<file path="src/design/diag_adc_pkg.sv">
// Constants, types and code decoding for the diagnostic converter request queue.
// Assumes one system clock; the link pins are sampled by that clock.
// Notes on behaviour
// Four independent request slots, A to D
// Request code bits 6:0, reply flag bit 19
// Master sends one command per slot, any order
// Master programs slow inputs before requesting
// Low ready bit is fresh A or B
// High ready bit is fresh C or D
// Fresh set on completion, cleared on read
// Result changes only on newer result
// Requests during conversion wait pending
// Pending conversions run first in first out
// Queue holds four entries
// Repeated slot request replaces pending code
// Result lands only in requesting slot, except R20 pair
// Codes 3, 4, 5 select sensor V, I, R
// Codes 11 to 14 select sensor voltages
// Codes 6, 7, 8, 10 select loop, bandgap, temp
// Codes 32 to 43 supplies, 37 unused
// Codes 44 to 47 driver drain/source voltages
// Codes 50, 51 select remote sensor voltages
// Resistance via slot A, results A and B
// Unused codes accepted, result undefined
package diag_adc_pkg;

  localparam int CODE_W     = 7;
  localparam int RESULT_W   = 10;
  localparam int ADDR_W     = 7;
  localparam int FRAME_W    = 32;
  localparam int SLOT_COUNT = 4;

  localparam logic [5:0]        FRAME_BITS = 6'h20;
  localparam int                ADDR_LSB   = 24;
  localparam int                FRESH_BIT  = 19;
  localparam int                CODE_LSB   = 10;

  localparam logic [ADDR_W-1:0] DIAG_SLOT_A_COMMAND = 7'h3A;
  localparam logic [ADDR_W-1:0] DIAG_SLOT_B_COMMAND = 7'h3B;
  localparam logic [ADDR_W-1:0] DIAG_SLOT_C_COMMAND = 7'h3C;
  localparam logic [ADDR_W-1:0] DIAG_SLOT_D_COMMAND = 7'h3D;
  localparam logic [ADDR_W-1:0] GLOBAL_STATUS_WORD  = 7'h7F;

  localparam logic [CODE_W-1:0]   CODE_RESET   = 7'h00;
  localparam logic [RESULT_W-1:0] RESULT_RESET = 10'h000;
  localparam logic [FRAME_W-1:0]  REPLY_RESET  = 32'h0000_0000;

  localparam logic [CODE_W-1:0] CODE_DCS_SEL_V     = 7'h03;
  localparam logic [CODE_W-1:0] CODE_DCS_SEL_I     = 7'h04;
  localparam logic [CODE_W-1:0] CODE_DCS_SEL_R     = 7'h05;
  localparam logic [CODE_W-1:0] CODE_SQUIB_LOOP    = 7'h06;
  localparam logic [CODE_W-1:0] CODE_BANDGAP_REF   = 7'h07;
  localparam logic [CODE_W-1:0] CODE_BANDGAP_MON   = 7'h08;
  localparam logic [CODE_W-1:0] CODE_TEMPERATURE   = 7'h0A;
  localparam logic [CODE_W-1:0] CODE_DCS_CH0_V     = 7'h0B;
  localparam logic [CODE_W-1:0] CODE_DCS_CH3_V     = 7'h0E;
  localparam logic [CODE_W-1:0] CODE_SUPPLY_FIRST  = 7'h20;
  localparam logic [CODE_W-1:0] CODE_SUPPLY_UNUSED = 7'h25;
  localparam logic [CODE_W-1:0] CODE_SUPPLY_LAST   = 7'h2B;
  localparam logic [CODE_W-1:0] CODE_DRIVER_FIRST  = 7'h2C;
  localparam logic [CODE_W-1:0] CODE_DRIVER_LAST   = 7'h2F;
  localparam logic [CODE_W-1:0] CODE_REMOTE_CH0_V  = 7'h32;
  localparam logic [CODE_W-1:0] CODE_REMOTE_CH1_V  = 7'h33;

  typedef enum logic [0:0] {CONV_IDLE, CONV_BUSY} conv_state_t;

  // True for every code that selects a defined measurement
  function automatic logic code_is_used(input logic [CODE_W-1:0] code);
    logic used;
    used = 1'b0;
    if (code >= CODE_DCS_SEL_V && code <= CODE_BANDGAP_MON) used = 1'b1;
    if (code >= CODE_TEMPERATURE && code <= CODE_DCS_CH3_V) used = 1'b1;
    if (code >= CODE_SUPPLY_FIRST && code <= CODE_SUPPLY_LAST && code != CODE_SUPPLY_UNUSED) used = 1'b1;
    if (code >= CODE_DRIVER_FIRST && code <= CODE_DRIVER_LAST) used = 1'b1;
    if (code == CODE_REMOTE_CH0_V || code == CODE_REMOTE_CH1_V) used = 1'b1;
    return used;
  endfunction

  // Slot index decoded from a command address
  function automatic logic [1:0] slot_of(input logic [ADDR_W-1:0] addr);
    logic [ADDR_W-1:0] diff;
    diff = addr - DIAG_SLOT_A_COMMAND;
    return diff[1:0];
  endfunction

endpackage

</file>
<file path="src/design/pin_filter.sv">
// Three-stage sampler for pins from outside the system clock domain.
// Assumes the pins are quasi-static relative to the system clock period.
`timescale 1ns/1ps
module pin_filter #(
  parameter int               WIDTH     = 1,
  parameter logic [WIDTH-1:0] RESET_VAL = '0
) (
  input  wire logic             sys_clk_i,
  input  wire logic             reset_i,
  input  wire logic [WIDTH-1:0] pin_i,
  output logic      [WIDTH-1:0] level_o
);

  typedef struct packed {
    logic [WIDTH-1:0] s1;
    logic [WIDTH-1:0] s2;
    logic [WIDTH-1:0] s3;
    logic [WIDTH-1:0] level;
  } filt_state_t;

  filt_state_t filt_reg;
  filt_state_t filt_next;

  always_comb begin
    filt_next    = filt_reg;
    filt_next.s1 = pin_i;
    filt_next.s2 = filt_reg.s1;
    filt_next.s3 = filt_reg.s2;
    for (int i = 0; i < WIDTH; i++) begin
      if (filt_reg.s2[i] == filt_reg.s3[i]) begin
        filt_next.level[i] = filt_reg.s3[i];
      end
    end
  end

  always_ff @(posedge sys_clk_i) begin
    if (reset_i) begin
      filt_reg <= '{s1: RESET_VAL, s2: RESET_VAL, s3: RESET_VAL, level: RESET_VAL};
    end else begin
      filt_reg <= filt_next;
    end
  end

  assign level_o = filt_reg.level;

endmodule // pin_filter

</file>
<file path="src/design/diag_adc_request_queue.sv">
// Request queue and result store for the diagnostic converter, with its serial command port.
// Assumes a mode 0 serial master with 32-bit frames and a converter on the system clock.
`timescale 1ns/1ps
module diag_adc_request_queue
  import diag_adc_pkg::*;
#(
  parameter int QUEUE_DEPTH = 4
) (
  input  wire logic                sys_clk_i,
  input  wire logic                reset_i,
  input  wire logic                sclk_i,
  input  wire logic                cs_n_i,
  input  wire logic                mosi_i,
  output logic                     miso_o,
  output logic                     miso_oe_o,
  output logic                     conv_start_o,
  output logic [CODE_W-1:0]        conv_code_o,
  output logic                     conv_code_used_o,
  output logic                     conv_pair_o,
  input  wire logic                conv_done_i,
  input  wire logic [RESULT_W-1:0] conv_result_i,
  input  wire logic [RESULT_W-1:0] conv_aux_i,
  output logic [SLOT_COUNT-1:0]    slot_result_fresh_o,
  output logic                     conv_ready_low_pair_o,
  output logic                     conv_ready_high_pair_o,
  output logic [2:0]               queue_level_o
);

  typedef struct packed {
    conv_state_t                               st;
    logic [1:0]                                busy_slot;
    logic                                      busy_pair;
    logic                                      start;
    logic [CODE_W-1:0]                         conv_code;
    logic [QUEUE_DEPTH-1:0][1:0]               q_slot;
    logic [2:0]                                q_count;
    logic [SLOT_COUNT-1:0]                     pend;
    logic [SLOT_COUNT-1:0][CODE_W-1:0]         pend_code;
    logic [SLOT_COUNT-1:0][RESULT_W-1:0]       result;
    logic [SLOT_COUNT-1:0]                     fresh;
    logic                                      sclk_q;
    logic                                      cs_n_q;
    logic [FRAME_W-1:0]                        rx_sh;
    logic [FRAME_W-1:0]                        tx_sh;
    logic [5:0]                                bit_cnt;
    logic                                      miso;
  } queue_state_t;

  queue_state_t      q_reg;
  queue_state_t      q_next;
  logic              sclk_f;
  logic              cs_n_f;
  logic              mosi_f;
  logic              frame_end;
  logic              req_valid;
  logic [1:0]        req_slot;
  logic [CODE_W-1:0] req_code;
  logic [ADDR_W-1:0] frame_addr;
  logic              pop_now;

  // Serial pins sampled into the system clock domain
  pin_filter #(
    .WIDTH     (3),
    .RESET_VAL (3'h2)
  ) u_pin_filter (
    .sys_clk_i (sys_clk_i),
    .reset_i   (reset_i),
    .pin_i     ({sclk_i, cs_n_i, mosi_i}),
    .level_o   ({sclk_f, cs_n_f, mosi_f})
  );

  assign frame_end  = !q_reg.cs_n_q && cs_n_f && (q_reg.bit_cnt == FRAME_BITS);
  assign frame_addr = q_reg.rx_sh[ADDR_LSB +: ADDR_W];
  assign req_valid  = frame_end && (frame_addr >= DIAG_SLOT_A_COMMAND) && (frame_addr <= DIAG_SLOT_D_COMMAND);
  assign req_slot   = slot_of(frame_addr);
  assign req_code   = q_reg.rx_sh[CODE_W-1:0];
  assign pop_now    = (q_reg.st == CONV_IDLE) && (q_reg.q_count != 3'h0);

  always_comb begin
    logic [2:0] cnt;
    logic       dcs_pair;
    cnt      = 3'h0;
    dcs_pair = 1'b0;
    q_next        = q_reg;
    q_next.start  = 1'b0;
    q_next.sclk_q = sclk_f;
    q_next.cs_n_q = cs_n_f;

    // Serial shift engine
    if (q_reg.cs_n_q && !cs_n_f) begin
      q_next.bit_cnt = 6'h00;
      q_next.miso    = q_reg.tx_sh[FRAME_W-1];
    end else if (!cs_n_f && !q_reg.sclk_q && sclk_f) begin
      q_next.rx_sh = {q_reg.rx_sh[FRAME_W-2:0], mosi_f};
      if (q_reg.bit_cnt != 6'h3F) begin
        q_next.bit_cnt = q_reg.bit_cnt + 6'h01;
      end
    end else if (!cs_n_f && q_reg.sclk_q && !sclk_f) begin
      q_next.tx_sh = {q_reg.tx_sh[FRAME_W-2:0], 1'b0};
      q_next.miso  = q_reg.tx_sh[FRAME_W-2];
    end

    // Reply for the next frame; a slot reply reads the slot and clears its flag
    if (frame_end) begin
      q_next.tx_sh = REPLY_RESET;
      q_next.tx_sh[ADDR_LSB +: ADDR_W] = frame_addr;
      if (req_valid) begin
        q_next.tx_sh[FRESH_BIT]              = q_reg.fresh[req_slot];
        q_next.tx_sh[CODE_LSB +: CODE_W]     = req_code;
        q_next.tx_sh[RESULT_W-1:0]           = q_reg.result[req_slot];
        q_next.fresh[req_slot]               = 1'b0;
      end else if (frame_addr == GLOBAL_STATUS_WORD) begin
        q_next.tx_sh[1:0] = {conv_ready_high_pair_o, conv_ready_low_pair_o};
      end
    end

    // Oldest pending request starts when the converter is free
    cnt = q_reg.q_count;
    if (pop_now) begin
      q_next.busy_slot = q_reg.q_slot[0];
      q_next.conv_code = q_reg.pend_code[q_reg.q_slot[0]];
      q_next.busy_pair = (q_reg.q_slot[0] == 2'h0) && (q_reg.pend_code[0] == CODE_DCS_SEL_R);
      q_next.pend[q_reg.q_slot[0]] = 1'b0;
      q_next.start = 1'b1;
      q_next.st    = CONV_BUSY;
      for (int i = 0; i < QUEUE_DEPTH - 1; i++) begin
        q_next.q_slot[i] = q_reg.q_slot[i+1];
      end
      cnt = q_reg.q_count - 3'h1;
    end

    // New request: replace a pending one in place, else join the tail
    if (req_valid) begin
      q_next.pend_code[req_slot] = req_code;
      if (!q_next.pend[req_slot] && cnt < 3'(QUEUE_DEPTH)) begin
        q_next.q_slot[cnt[1:0]] = req_slot;
        q_next.pend[req_slot]   = 1'b1;
        cnt = cnt + 3'h1;
      end
    end
    q_next.q_count = cnt;

    // Completion writes only the requesting slot, or A and B for a resistance pair; set wins over a read clear
    if (q_reg.st == CONV_BUSY && conv_done_i) begin
      dcs_pair = q_reg.busy_pair;
      q_next.st = CONV_IDLE;
      if (dcs_pair) begin
        q_next.result[0] = conv_result_i;
        q_next.result[1] = conv_aux_i;
        q_next.fresh[1:0] = 2'h3;
      end else begin
        q_next.result[q_reg.busy_slot] = conv_result_i;
        q_next.fresh[q_reg.busy_slot]  = 1'b1;
      end
    end
  end

  always_ff @(posedge sys_clk_i) begin
    if (reset_i) begin
      q_reg <= '{st: CONV_IDLE, busy_slot: 2'h0, busy_pair: 1'b0, start: 1'b0, conv_code: CODE_RESET,
                 q_slot: '0, q_count: 3'h0, pend: '0, pend_code: '0, result: '0,
                 fresh: '0, sclk_q: 1'b0, cs_n_q: 1'b1, rx_sh: REPLY_RESET, tx_sh: REPLY_RESET,
                 bit_cnt: 6'h00, miso: 1'b0};
    end else begin
      q_reg <= q_next;
    end
  end

  assign miso_o                 = q_reg.miso;
  assign miso_oe_o              = !cs_n_f;
  assign conv_start_o           = q_reg.start;
  assign conv_code_o            = q_reg.conv_code;
  assign conv_code_used_o       = code_is_used(q_reg.conv_code);
  assign conv_pair_o            = q_reg.busy_pair;
  assign slot_result_fresh_o    = q_reg.fresh;
  assign conv_ready_low_pair_o  = q_reg.fresh[0] | q_reg.fresh[1];
  assign conv_ready_high_pair_o = q_reg.fresh[2] | q_reg.fresh[3];
  assign queue_level_o          = q_reg.q_count;

  a_ready_low_pair: assert property (@(posedge sys_clk_i) disable iff (reset_i)
    conv_ready_low_pair_o == (slot_result_fresh_o[1:0] != 2'h0))
    else $error("low ready bit differs from A or B flag");

  a_ready_high_pair: assert property (@(posedge sys_clk_i) disable iff (reset_i)
    conv_ready_high_pair_o == (slot_result_fresh_o[3:2] != 2'h0))
    else $error("high ready bit differs from C or D flag");

  a_fresh_on_done: assert property (@(posedge sys_clk_i) disable iff (reset_i)
    (q_reg.st == CONV_BUSY && conv_done_i) |=> slot_result_fresh_o[$past(q_reg.busy_slot)])
    else $error("fresh flag not set after completion");

  a_fresh_read_clear: assert property (@(posedge sys_clk_i) disable iff (reset_i)
    (req_valid && !(q_reg.st == CONV_BUSY && conv_done_i)) |=> !slot_result_fresh_o[$past(req_slot)])
    else $error("fresh flag not cleared by read");

  a_result_hold: assert property (@(posedge sys_clk_i) disable iff (reset_i)
    !(q_reg.st == CONV_BUSY && conv_done_i) |=> $stable(q_reg.result))
    else $error("result changed without a new conversion");

  a_busy_no_start: assert property (@(posedge sys_clk_i) disable iff (reset_i)
    (q_reg.st == CONV_BUSY && !conv_done_i) |=> !conv_start_o)
    else $error("conversion started while converter busy");

  a_fifo_head: assert property (@(posedge sys_clk_i) disable iff (reset_i)
    pop_now |=> conv_start_o && q_reg.busy_slot == $past(q_reg.q_slot[0]))
    else $error("started slot is not the queue head");

  a_queue_depth: assert property (@(posedge sys_clk_i) disable iff (reset_i)
    queue_level_o <= 3'(QUEUE_DEPTH))
    else $error("queue level above depth");

  a_replace_code: assert property (@(posedge sys_clk_i) disable iff (reset_i)
    (req_valid && q_reg.pend[req_slot] && !pop_now) |=>
      (queue_level_o == $past(queue_level_o)) && (q_reg.pend_code[$past(req_slot)] == $past(req_code)))
    else $error("repeated request not replaced in place");

  a_slot_target: assert property (@(posedge sys_clk_i) disable iff (reset_i)
    (q_reg.st == CONV_BUSY && conv_done_i && !q_reg.busy_pair) |=>
      q_reg.result[$past(q_reg.busy_slot)] == $past(conv_result_i))
    else $error("result stored in wrong slot");

  a_pair_split: assert property (@(posedge sys_clk_i) disable iff (reset_i)
    (q_reg.st == CONV_BUSY && conv_done_i && q_reg.busy_pair) |=>
      q_reg.result[1] == $past(conv_aux_i) && slot_result_fresh_o[1:0] == 2'h3)
    else $error("resistance voltage part not in slot B");

endmodule // diag_adc_request_queue

</file>
<file path="config.mk">
export PLATFORM = sky130hd
export DESIGN_NAME = diag_adc_request_queue
export DESIGN_NICKNAME = d
export VERILOG_FILES = /design/src/design/diag_adc_pkg.sv /design/src/design/pin_filter.sv /design/src/design/diag_adc_request_queue.sv
export SDC_FILE = /design/constraint.sdc
export NUM_CORES = 1
export LEC_CHECK = 0
export BUFFER_PORTS_ARGS = -buffer_cell sky130_fd_sc_hd__buf_2
export CAP_MARGIN = 20
export CORE_MARGIN = 5
export CORE_UTILIZATION = 35
export CTS_CLUSTER_SIZE = 24
export DETAILED_ROUTE_END_ITERATION = 8
export PLACE_DENSITY_LB_ADDON = 0.05
export SLEW_MARGIN = 25
export SYNTH_ARGS = -nofsm -noshare
export SYNTH_HDL_FRONTEND = slang
export SYNTH_SLANG_ARGS = --single-unit
</file>
<file path="constraint.sdc">
create_clock -name sys_clk_i -period 3.4 [get_ports sys_clk_i]
set_clock_uncertainty 0.1 [all_clocks]
set_input_delay 0.17 -clock sys_clk_i [delete_from_list [all_inputs] [get_ports sys_clk_i]]
set_output_delay 0.17 -clock sys_clk_i [all_outputs]
set_load 0.01 [all_outputs]
</file>
Word level (Yosys, flattened, before mapping)
Index checks and enable logic that the tools add are counted.

Output and inout port bits: 21. Logic and storage cells: 178. Flip-flop bits (word level): 183.

Multiplexer cells: 55. Reductions and logical operators: 42. Magnitude comparators: 19. Bitwise gates (word level): 12. $add $sub $neg: 4. Equality and inequality tests: 13.

Operator list (number): 31-bit 2-to-1 mux (4); 40-bit bitwise mux (1); 32-bit 2-to-1 mux (1); 28-bit bitwise mux (1); 1-bit logical AND (22); 7-bit by 6-bit greater-or-equal comparator with 1-bit output, second input constant (3); 7-bit by 6-bit less-or-equal comparator with 1-bit output, second input constant (3); 10-bit binary-select mux with 2-bit select (1); 10-bit demux with 2-bit select (1); 10-bit 2-to-1 mux (2); 20-bit 2-to-1 mux (1); 4-bit 2-to-1 mux (5); 6-bit 2-to-1 mux (3); 15-bit 2-to-1 mux (1); 7-bit binary-select mux with 2-bit select (1); 7-bit demux with 2-bit select (1); 7-bit by 6-bit == test with 1-bit output, second input constant (2); 7-bit by 4-bit less-or-equal comparator with 1-bit output, second input constant (2); 1-bit 2-to-1 mux (14); 7-bit 2-to-1 mux (2); 2-bit by 3-bit < comparator with 1-bit output, second input constant (4); 2-bit 2-to-1 mux (5); 2-bit AND reduction (5); 3-bit 2-to-1 mux (3); 32 further kinds (57).

Longest topological paths before layout
Gate-level depths: netlist of the first run.

Depth in word-level cells: 13. Depth in mapped cells: 11.

Modules after synthesis
From an unflattened synthesis of the first run, not the netlist that was laid out.

Cells, all modules: 915. Area total of the unflattened synthesis: 7963.9 sq um.

Modules (own cells, without submodules): diag_adc_request_queue (sequential area each 3423.3 sq um, cells each 881, area each 7588.5 sq um, times used 1); pin_filter (sequential area each 240.2 sq um, cells each 34, area each 375.4 sq um, times used 1).

Worst setup path before layout of the first run
OpenSTA, ideal clock, no wires.

Path type: register -> register. From: register q_reg (netlist bit queue_level_o[0]). To: register q_reg[153] (netlist bit). Cell stages (with the launch flop): 10. Setup time: 0.121 ns. Period minus slack after synthesis: 2.552 ns. Data required time: 3.179 ns. Data arrival time: 2.331 ns. Setup slack: 0.848 ns. Path through: dfxtp_1 -> inv_1 -> ha_1 -> ha_1 -> or4b_2 -> nand3_1 -> and4_1 -> buf_2 -> and3_1 -> mux2_2.

Longest elaborated chain between the ends: 10. Elaborated cells on any way between the ends: 19. Classes of those cells: add/sub: 1; order compare: 3; mux: 10; reduce/logical: 5.

RTL lines: start, declared (RTL line diag_adc_request_queue.sv:49) `queue_state_t q_reg;`; start signal, assigned (RTL line diag_adc_request_queue.sv:160) `q_reg <= '{st: CONV_IDLE, busy_slot: 2'h0, busy_pair: 1'b0, start: 1'b0, conv_code: CODE_RESET,`; start signal, assigned (RTL line diag_adc_request_queue.sv:165) `q_reg <= q_next;`; branches (longest 9 deep; another with 3-bit by 1-bit subtractor with 3-bit output); 6-bit 2-to-1 mux (*) (RTL line diag_adc_request_queue.sv:133) `if (req_valid) begin`.

Mark *: on every way between the ends. The select of a mux whose other input is x is not followed. A chain may end at the register's enable or synchronous reset.

Worst setup path in the final report of the first run
Same ends and word-level chain as after synthesis.

==> results.cfg, run 1 <==
[critical_path]
crit_required_ns = 3.62
endpoint = q_reg[153]
cp-startpoint = queue_level_o[0]
start_kind = register
r2r_end = q_reg[153]
reg2reg_setup_slack_ns = 0.42
reg2reg_from = queue_level_o[0]
crit_arrival_ns = 3.21
r2r_cells = 8
crit_fanout = 24
crit_type = reg2reg
cp-end-kind = register

[grt]
track_usage_pct = 15.5
grt_overflow_total = 0
grt_max_degree = 70
antenna_found_initial = 0
grt_pass1_vias = 5871
grt_pass1_wl_um = 30900

[sta]
slew_viol_final = 0
fin_setup_tns_ns = 0
finalCritPeriodShare_pct = 87.8
whs_ns = 0.0391
finalSetupViolCount = 0
rsz0062_at_grt = false
tightest_slew_ns = 0.971
final_hold_viol_count = 0
fmax_mhz = 335
layout_min_cycle_time_ns = 2.98
slew_headroom_pct = 35.3

[synth]
yosys-top-cells-area = dfxtp_1, nand2_1, mux2i_1, a21oi_1, mux4_2
synth.top_cells.by_count = dfxtp_1, nand2_1, nor2_1
yosysTopAreaCellShare_pct = 47.8
ys.flop_type = dfxtp_1
synth-edff-count = 0
synth_top_cell_by_area = dfxtp_1
ys_seq_elements = 183
async_flop_share_pct = 0
synth_most_common_cell = dfxtp_1
synth_warnings = 0
synth.avg_cell_area_um2 = 8.99
synth_cell_types = 52
seq_area_frac_synth_pct = 47.8
synth_fp_nets = 887
synthCells = 853
synth_area_um2 = 7670

[place]
place_hpwl_um = 12300
io_buffer_count = 46
placed_area_um2 = 8060
place.gp.congestion = 0.747

[route]
wl_um = 18800
wl_met1_um = 9210
dr.pass1.iters = 5
route.met2.wl_um = 8620
top_layer = met4
wl_met3_um = 714
ant_nets = 0
drc_errors = 0
vias = 6042
vias_per_cell = 5.18
post_drt_wl_per_cell_um = 16.1
dr.first_iter.drc_count = 326

[layout]
regArea_um2 = 3660
drive_above_1_share_pct = 15.1
nNetsFinal = 908
antennaDiodeCount = 0
largest_reg_flops = 147
multi_input_comb_area_um2 = 3630
area_growth_pct = 14.2
n_fill_cell = 2135
final_area_um2 = 8760

[power_and_ir_drop]
p_int_w = 0.00339
p_sw_w = 0.00122
peakVddDrop_mv = 0.285
seqPwrFrac_pct = 48.2
powerDensity_nw_per_um2 = 526
p_comb_share_pct = 10.3
sw_frac_of_total_pct = 26.4
p_clk_share_pct = 41.5
leakage_nw = 3.23

[clock_network]
cts_root_buffer = clkbuf_16
clk_path_buf_depth = 2
cts_tree = done
path_clk_slew_ns = 0.07
htreeDepth = 4
clk_latency_ns = 0.44
numCtsBuffers = 17
clock-sinks = 183

[floorplan]
die_h_um = 158
ios = 47
die_w_um = 158
initial_core_util_pct = 35.4
die-area_um2 = 25000
rows = 54
core_um2 = 21700

[min_path]
hold_path.class = in2reg
hold_start = conv_aux_i[1]

[flow_run]
maxCapViolCount = 0

[outcome]
status = completed
routing by layer:
metal | vias to the layer above | track usage (%)
li1 | 3006 | -
met1 | 2920 | 21.2
met2 | 93 | 25.0
met3 | 23 | 3.42
met4 | 0 | 4.10
met5 | - | 0
what timing repair did:
| item | 4_1_cts | 5_1_grt |
|---|---|---|
| hold endpoints to repair | 33 | 0 |
| hold buffers | 13 | 0 |
| setup buffers | 0 | 0 |
| gates resized for setup | 0 | 0 |
power groups by stage:
stage          clock network (W)  registers (W)  logic, W
2_1_floorplan                  0        0.00227  0.000348
4_1_cts                  0.00198        0.00222  0.000485
3_3_place_gp                   0        0.00227  0.000466
6_report                 0.00191        0.00222  0.000477
5_1_grt                  0.00205        0.00223  0.000543
3_5_place_dp                   0        0.00227  0.000470
critical path, cell delays in order, from the launching register on:
cell and delay, ns:
dfxtp_1 0.32, inv_1 0.06, ha_1 0.19, ha_1 0.23
or2_2 0.48, o311ai_0 0.40, and4_1 0.45, and3_1 0.27
mux2_2 0.35
cell usage in the layout (no fill, tap or decap), types with 4 or more instances in the layout:
cell | netlist | layout
dlygate4sd3_1 | 0 | 13
nor3_1 | 15 | 14
buf_2 | 8 | 45
mux2i_1 | 49 | 49
mux4_2 | 18 | 18
or2_2 | 8 | 8
a22oi_1 | 26 | 26
inv_1 | 11 | 11
nor2b_1 | 13 | 13
clkbuf_16 | 0 | 17
a21o_1 | 5 | 5
a211oi_1 | 28 | 28
xor2_1 | 4 | 4
nor2_1 | 95 | 94
a311oi_1 | 7 | 7
nand2_1 | 141 | 141
dfxtp_1 | 183 | 183
nand3_1 | 30 | 30
and3_1 | 4 | 4
o21ai_0 | 7 | 6
a21oi_1 | 84 | 84
buf_4 | 14 | 18
ha_1 | 8 | 8
through the flow:
| step | power, W | utilization, % | cells | setup WS (ns) |
|---|---|---|---|---|
| CTS | 0.00469 | 40.4 | 1167 | 0.444 |
| global placement | 0.00274 | 37.2 | 1122 | 0.608 |
| detailed placement | 0.00274 | 37.2 | 1122 | 0.479 |
| floorplan | 0.00261 | - | 853 | 0.848 |
| finish | 0.00461 | 40.4 | 1167 | 0.415 |
| global route | 0.00482 | 40.4 | 1167 | 0.289 |
worst min path at each step:
stage | endpoint | slack (ns) | depth (start not counted)
after floorplan | u_pin_filter.filt_next[7] | 0.17 | 1
after global placement | u_pin_filter.filt_next[7] | 0.26 | 2
after detailed placement | u_pin_filter.filt_next[7] | 0.26 | 2
after CTS | q_reg[88] | 0.02 | 3
after global routing | q_reg[91] | 0.03 | 3
final | q_reg[88] | 0.04 | 3
logic make-up after synthesis:
family	synth area share, %
multiplexers	12.3
XOR/XNOR	0.799
AO/OA/AOI/OAI	13.6
flip-flops	47.8
adder cells (fa/ha/maj)	1.31
AND/OR/NAND/NOR	19.0
buffers and inverters	5.12
layout make-up:
class,count,area share [%]
flip-flops and latches,183,41.8
multi-input cells,584,41.4
repair buffers,77,5.83
clock buffers,19,5.06
well taps,280,4.00
clock inverters,13,1.40
inverters,11,0.471
No activity file was read; power rests on OpenSTA's default activity.
==> inputs of run 2 (changes only) <==
--- a/config.mk
+++ b/config.mk
@@ -9,9 +9,9 @@
 export CAP_MARGIN = 20
 export CORE_MARGIN = 5
 export CORE_UTILIZATION = 35
+export CTS_CLUSTER_DIAMETER = 100
 export CTS_CLUSTER_SIZE = 24
 export DETAILED_ROUTE_END_ITERATION = 8
-export PLACE_DENSITY_LB_ADDON = 0.05
 export SLEW_MARGIN = 25
 export SYNTH_ARGS = -nofsm -noshare
 export SYNTH_HDL_FRONTEND = slang
==> constraint.sdc (replaced) <==
create_clock -name sys_clk_i -period 3.4 [get_ports sys_clk_i]
set_clock_uncertainty 0.1 [all_clocks]
set_input_delay 0.17 -clock sys_clk_i [delete_from_list [all_inputs] [get_ports sys_clk_i]]
set_output_delay 0.17 -clock sys_clk_i [all_outputs]
set_load 0.005 [all_outputs]
==> run 2 against run 1 <==
Combinational power down 3%. Clock power barely moved. Sequential power hardly changed. Cell count is 0.17% lower. Register-to-register slack better by 0.14 ns. Sequential share of layout area barely moved. Core utilization barely moved. Critical path type unchanged. Highest routed layer unchanged.
==> results.cfg, run 2 (same netlist as run 1, synthesis figures left out) <==
[outcome]
status = completed

[floorplan]
initial_core_util_pct = 35.4
die_w_um = 158
rows = 54
die-area_um2 = 25000
core_um2 = 21700
die_h_um = 158
ios = 47

[layout]
nNetsFinal = 906
drive_above_1_share_pct = 15.0
layout_common_cells = dfxtp_1, nand2_1, nor2_1
area_growth_pct = 14.1
largest_reg_flops = 147
antennaDiodeCount = 0
stdcell_count = 1165
final_common_cell = dfxtp_1

[place]
place.gp.congestion = 0.755
place_hpwl_um = 10900
placedCellCount = 1120
io_buffer_count = 46

[power_and_ir_drop]
total_power_w = 0.00460
peakVddDrop_mv = 0.328
powerDensity_nw_per_um2 = 526
leakage_nw = 3.23

[grt]
grt_util_met2_pct = 22.9
grt_pass1_wl_um = 29600
grt_busiest_layer = met2
grt_overflow_total = 0
antenna_found_initial = 0
track_usage_pct = 14.5
grt_pass1_vias = 5806
grt_max_degree = 75
grtUsageMet1_pct = 20.2
gr-usage-met3_pct = 3.01

[critical_path]
cp-end-kind = register
endpoint = q_reg[153]
cp_cell_sequence = inv_1, ha_1, ha_1, or2_2, o311ai_0, and4_1, and3_1, mux2_2
crit_arrival_ns = 3.07
r2r_cells = 8
cpPeakStageDelay_ns = 0.48
crit_fanout = 24
cp-startpoint = queue_level_o[0]
start_kind = register
crit_required_ns = 3.62
cp_slowest_cell = or2_2
cp_num_cells = 8
crit_buf_inv = 1
r2r_end = q_reg[153]
path_common_cell = ha_1
crit_type = reg2reg
reg2reg_from = queue_level_o[0]
reg2reg_setup_slack_ns = 0.55
crit_family = simple AND/OR/NAND/NOR gates

[sta]
slew_headroom_pct = 44.2
whs_ns = 0.0337
finalCritPeriodShare_pct = 83.7
layout_min_cycle_time_ns = 2.85
fmax_mhz = 351
tightest_slew_ns = 0.838
finalSetupViolCount = 0
final_hold_viol_count = 0
slew_viol_final = 0
fin_setup_tns_ns = 0
rsz0062_at_grt = false

[route]
dr.pass1.iters = 4
wl_um = 17200
post_drt_wl_per_cell_um = 14.8
drc_errors = 0
ant_nets = 0
vias_per_cell = 5.05
vias = 5880
dr.first_iter.drc_count = 465

[clock_network]
clk_path_buf_depth = 2
htreeDepth = 4
clock-sinks = 183
path_clk_slew_ns = 0.07
cts_resized = 0
cts_tree = done
cts_root_buffer = clkbuf_16
numCtsBuffers = 17
clk_latency_ns = 0.43

[min_path]
hold_start = conv_aux_i[9]
hold_path.class = in2reg

[flow_run]
maxCapViolCount = 0
## run 2: cell count changes in the layout (fill, tap and decap cells not counted)
cell        delta
buf_4          -2
clkbuf_1       -1
clkbuf_8       +1
clkinv_2       +1
clkinvlp_4     -1
## run 2: worst min path at each step
stage | endpoint | slack, ns | depth (start not counted)
after floorplan | u_pin_filter.filt_next[7] | 0.17 | 1
after global placement | u_pin_filter.filt_next[7] | 0.26 | 2
after detailed placement | u_pin_filter.filt_next[7] | 0.26 | 2
after CTS | q_reg[89] | 0.01 | 3
after global routing | q_reg[92] | 0.04 | 3
final | q_reg[96] | 0.03 | 3
## run 2: stage by stage
step | instance area, um2 | setup WS [ns] | util [%]
floorplan | 7670 | 0.848 | -
global placement | 8040 | 0.623 | 37.1
detailed placement | 8050 | 0.544 | 37.1
CTS | 8750 | 0.543 | 40.3
global route | 8750 | 0.341 | 40.3
finish | 8750 | 0.553 | 40.3
## run 2: tightest hold or removal path, cell delays in order
cell and delay [ns]:
buf_2 0.10, a22oi_1 0.17, a211oi_1 0.09
## run 2: per-layer routing
metal / part of all wire (%) / up-vias / routed length [um]
met5: 0 / - / 0
met4: 1.1 / 0 / 187
met3: 3.7 / 13 / 631
met2: 46 / 91 / 7950
met1: 49 / 2774 / 8420
li1: - / 3002 / -
## run 2: repair_timing
action / CTS / global route
hold endpoints to repair: 33 / 0
hold buffers: 13 / 0
setup buffers: 0 / 0
## run 2: cell type report
class | count | area [um2]
clock inverter | 13 | 120
sequential | 183 | 3660
clock buffer | 19 | 453
inverter | 11 | 41.3
fill | 2165 | 12900
timing repair buffer | 75 | 495
multi-input combinational | 584 | 3630
tap | 280 | 350
## run 2: power breakdown
part / internal (W) / switching, W
sequential: 0.00219 / 0.0000318
combinational: 0.000168 / 0.000294
clock: 0.00105 / 0.000864
total: 0.00341 / 0.00119
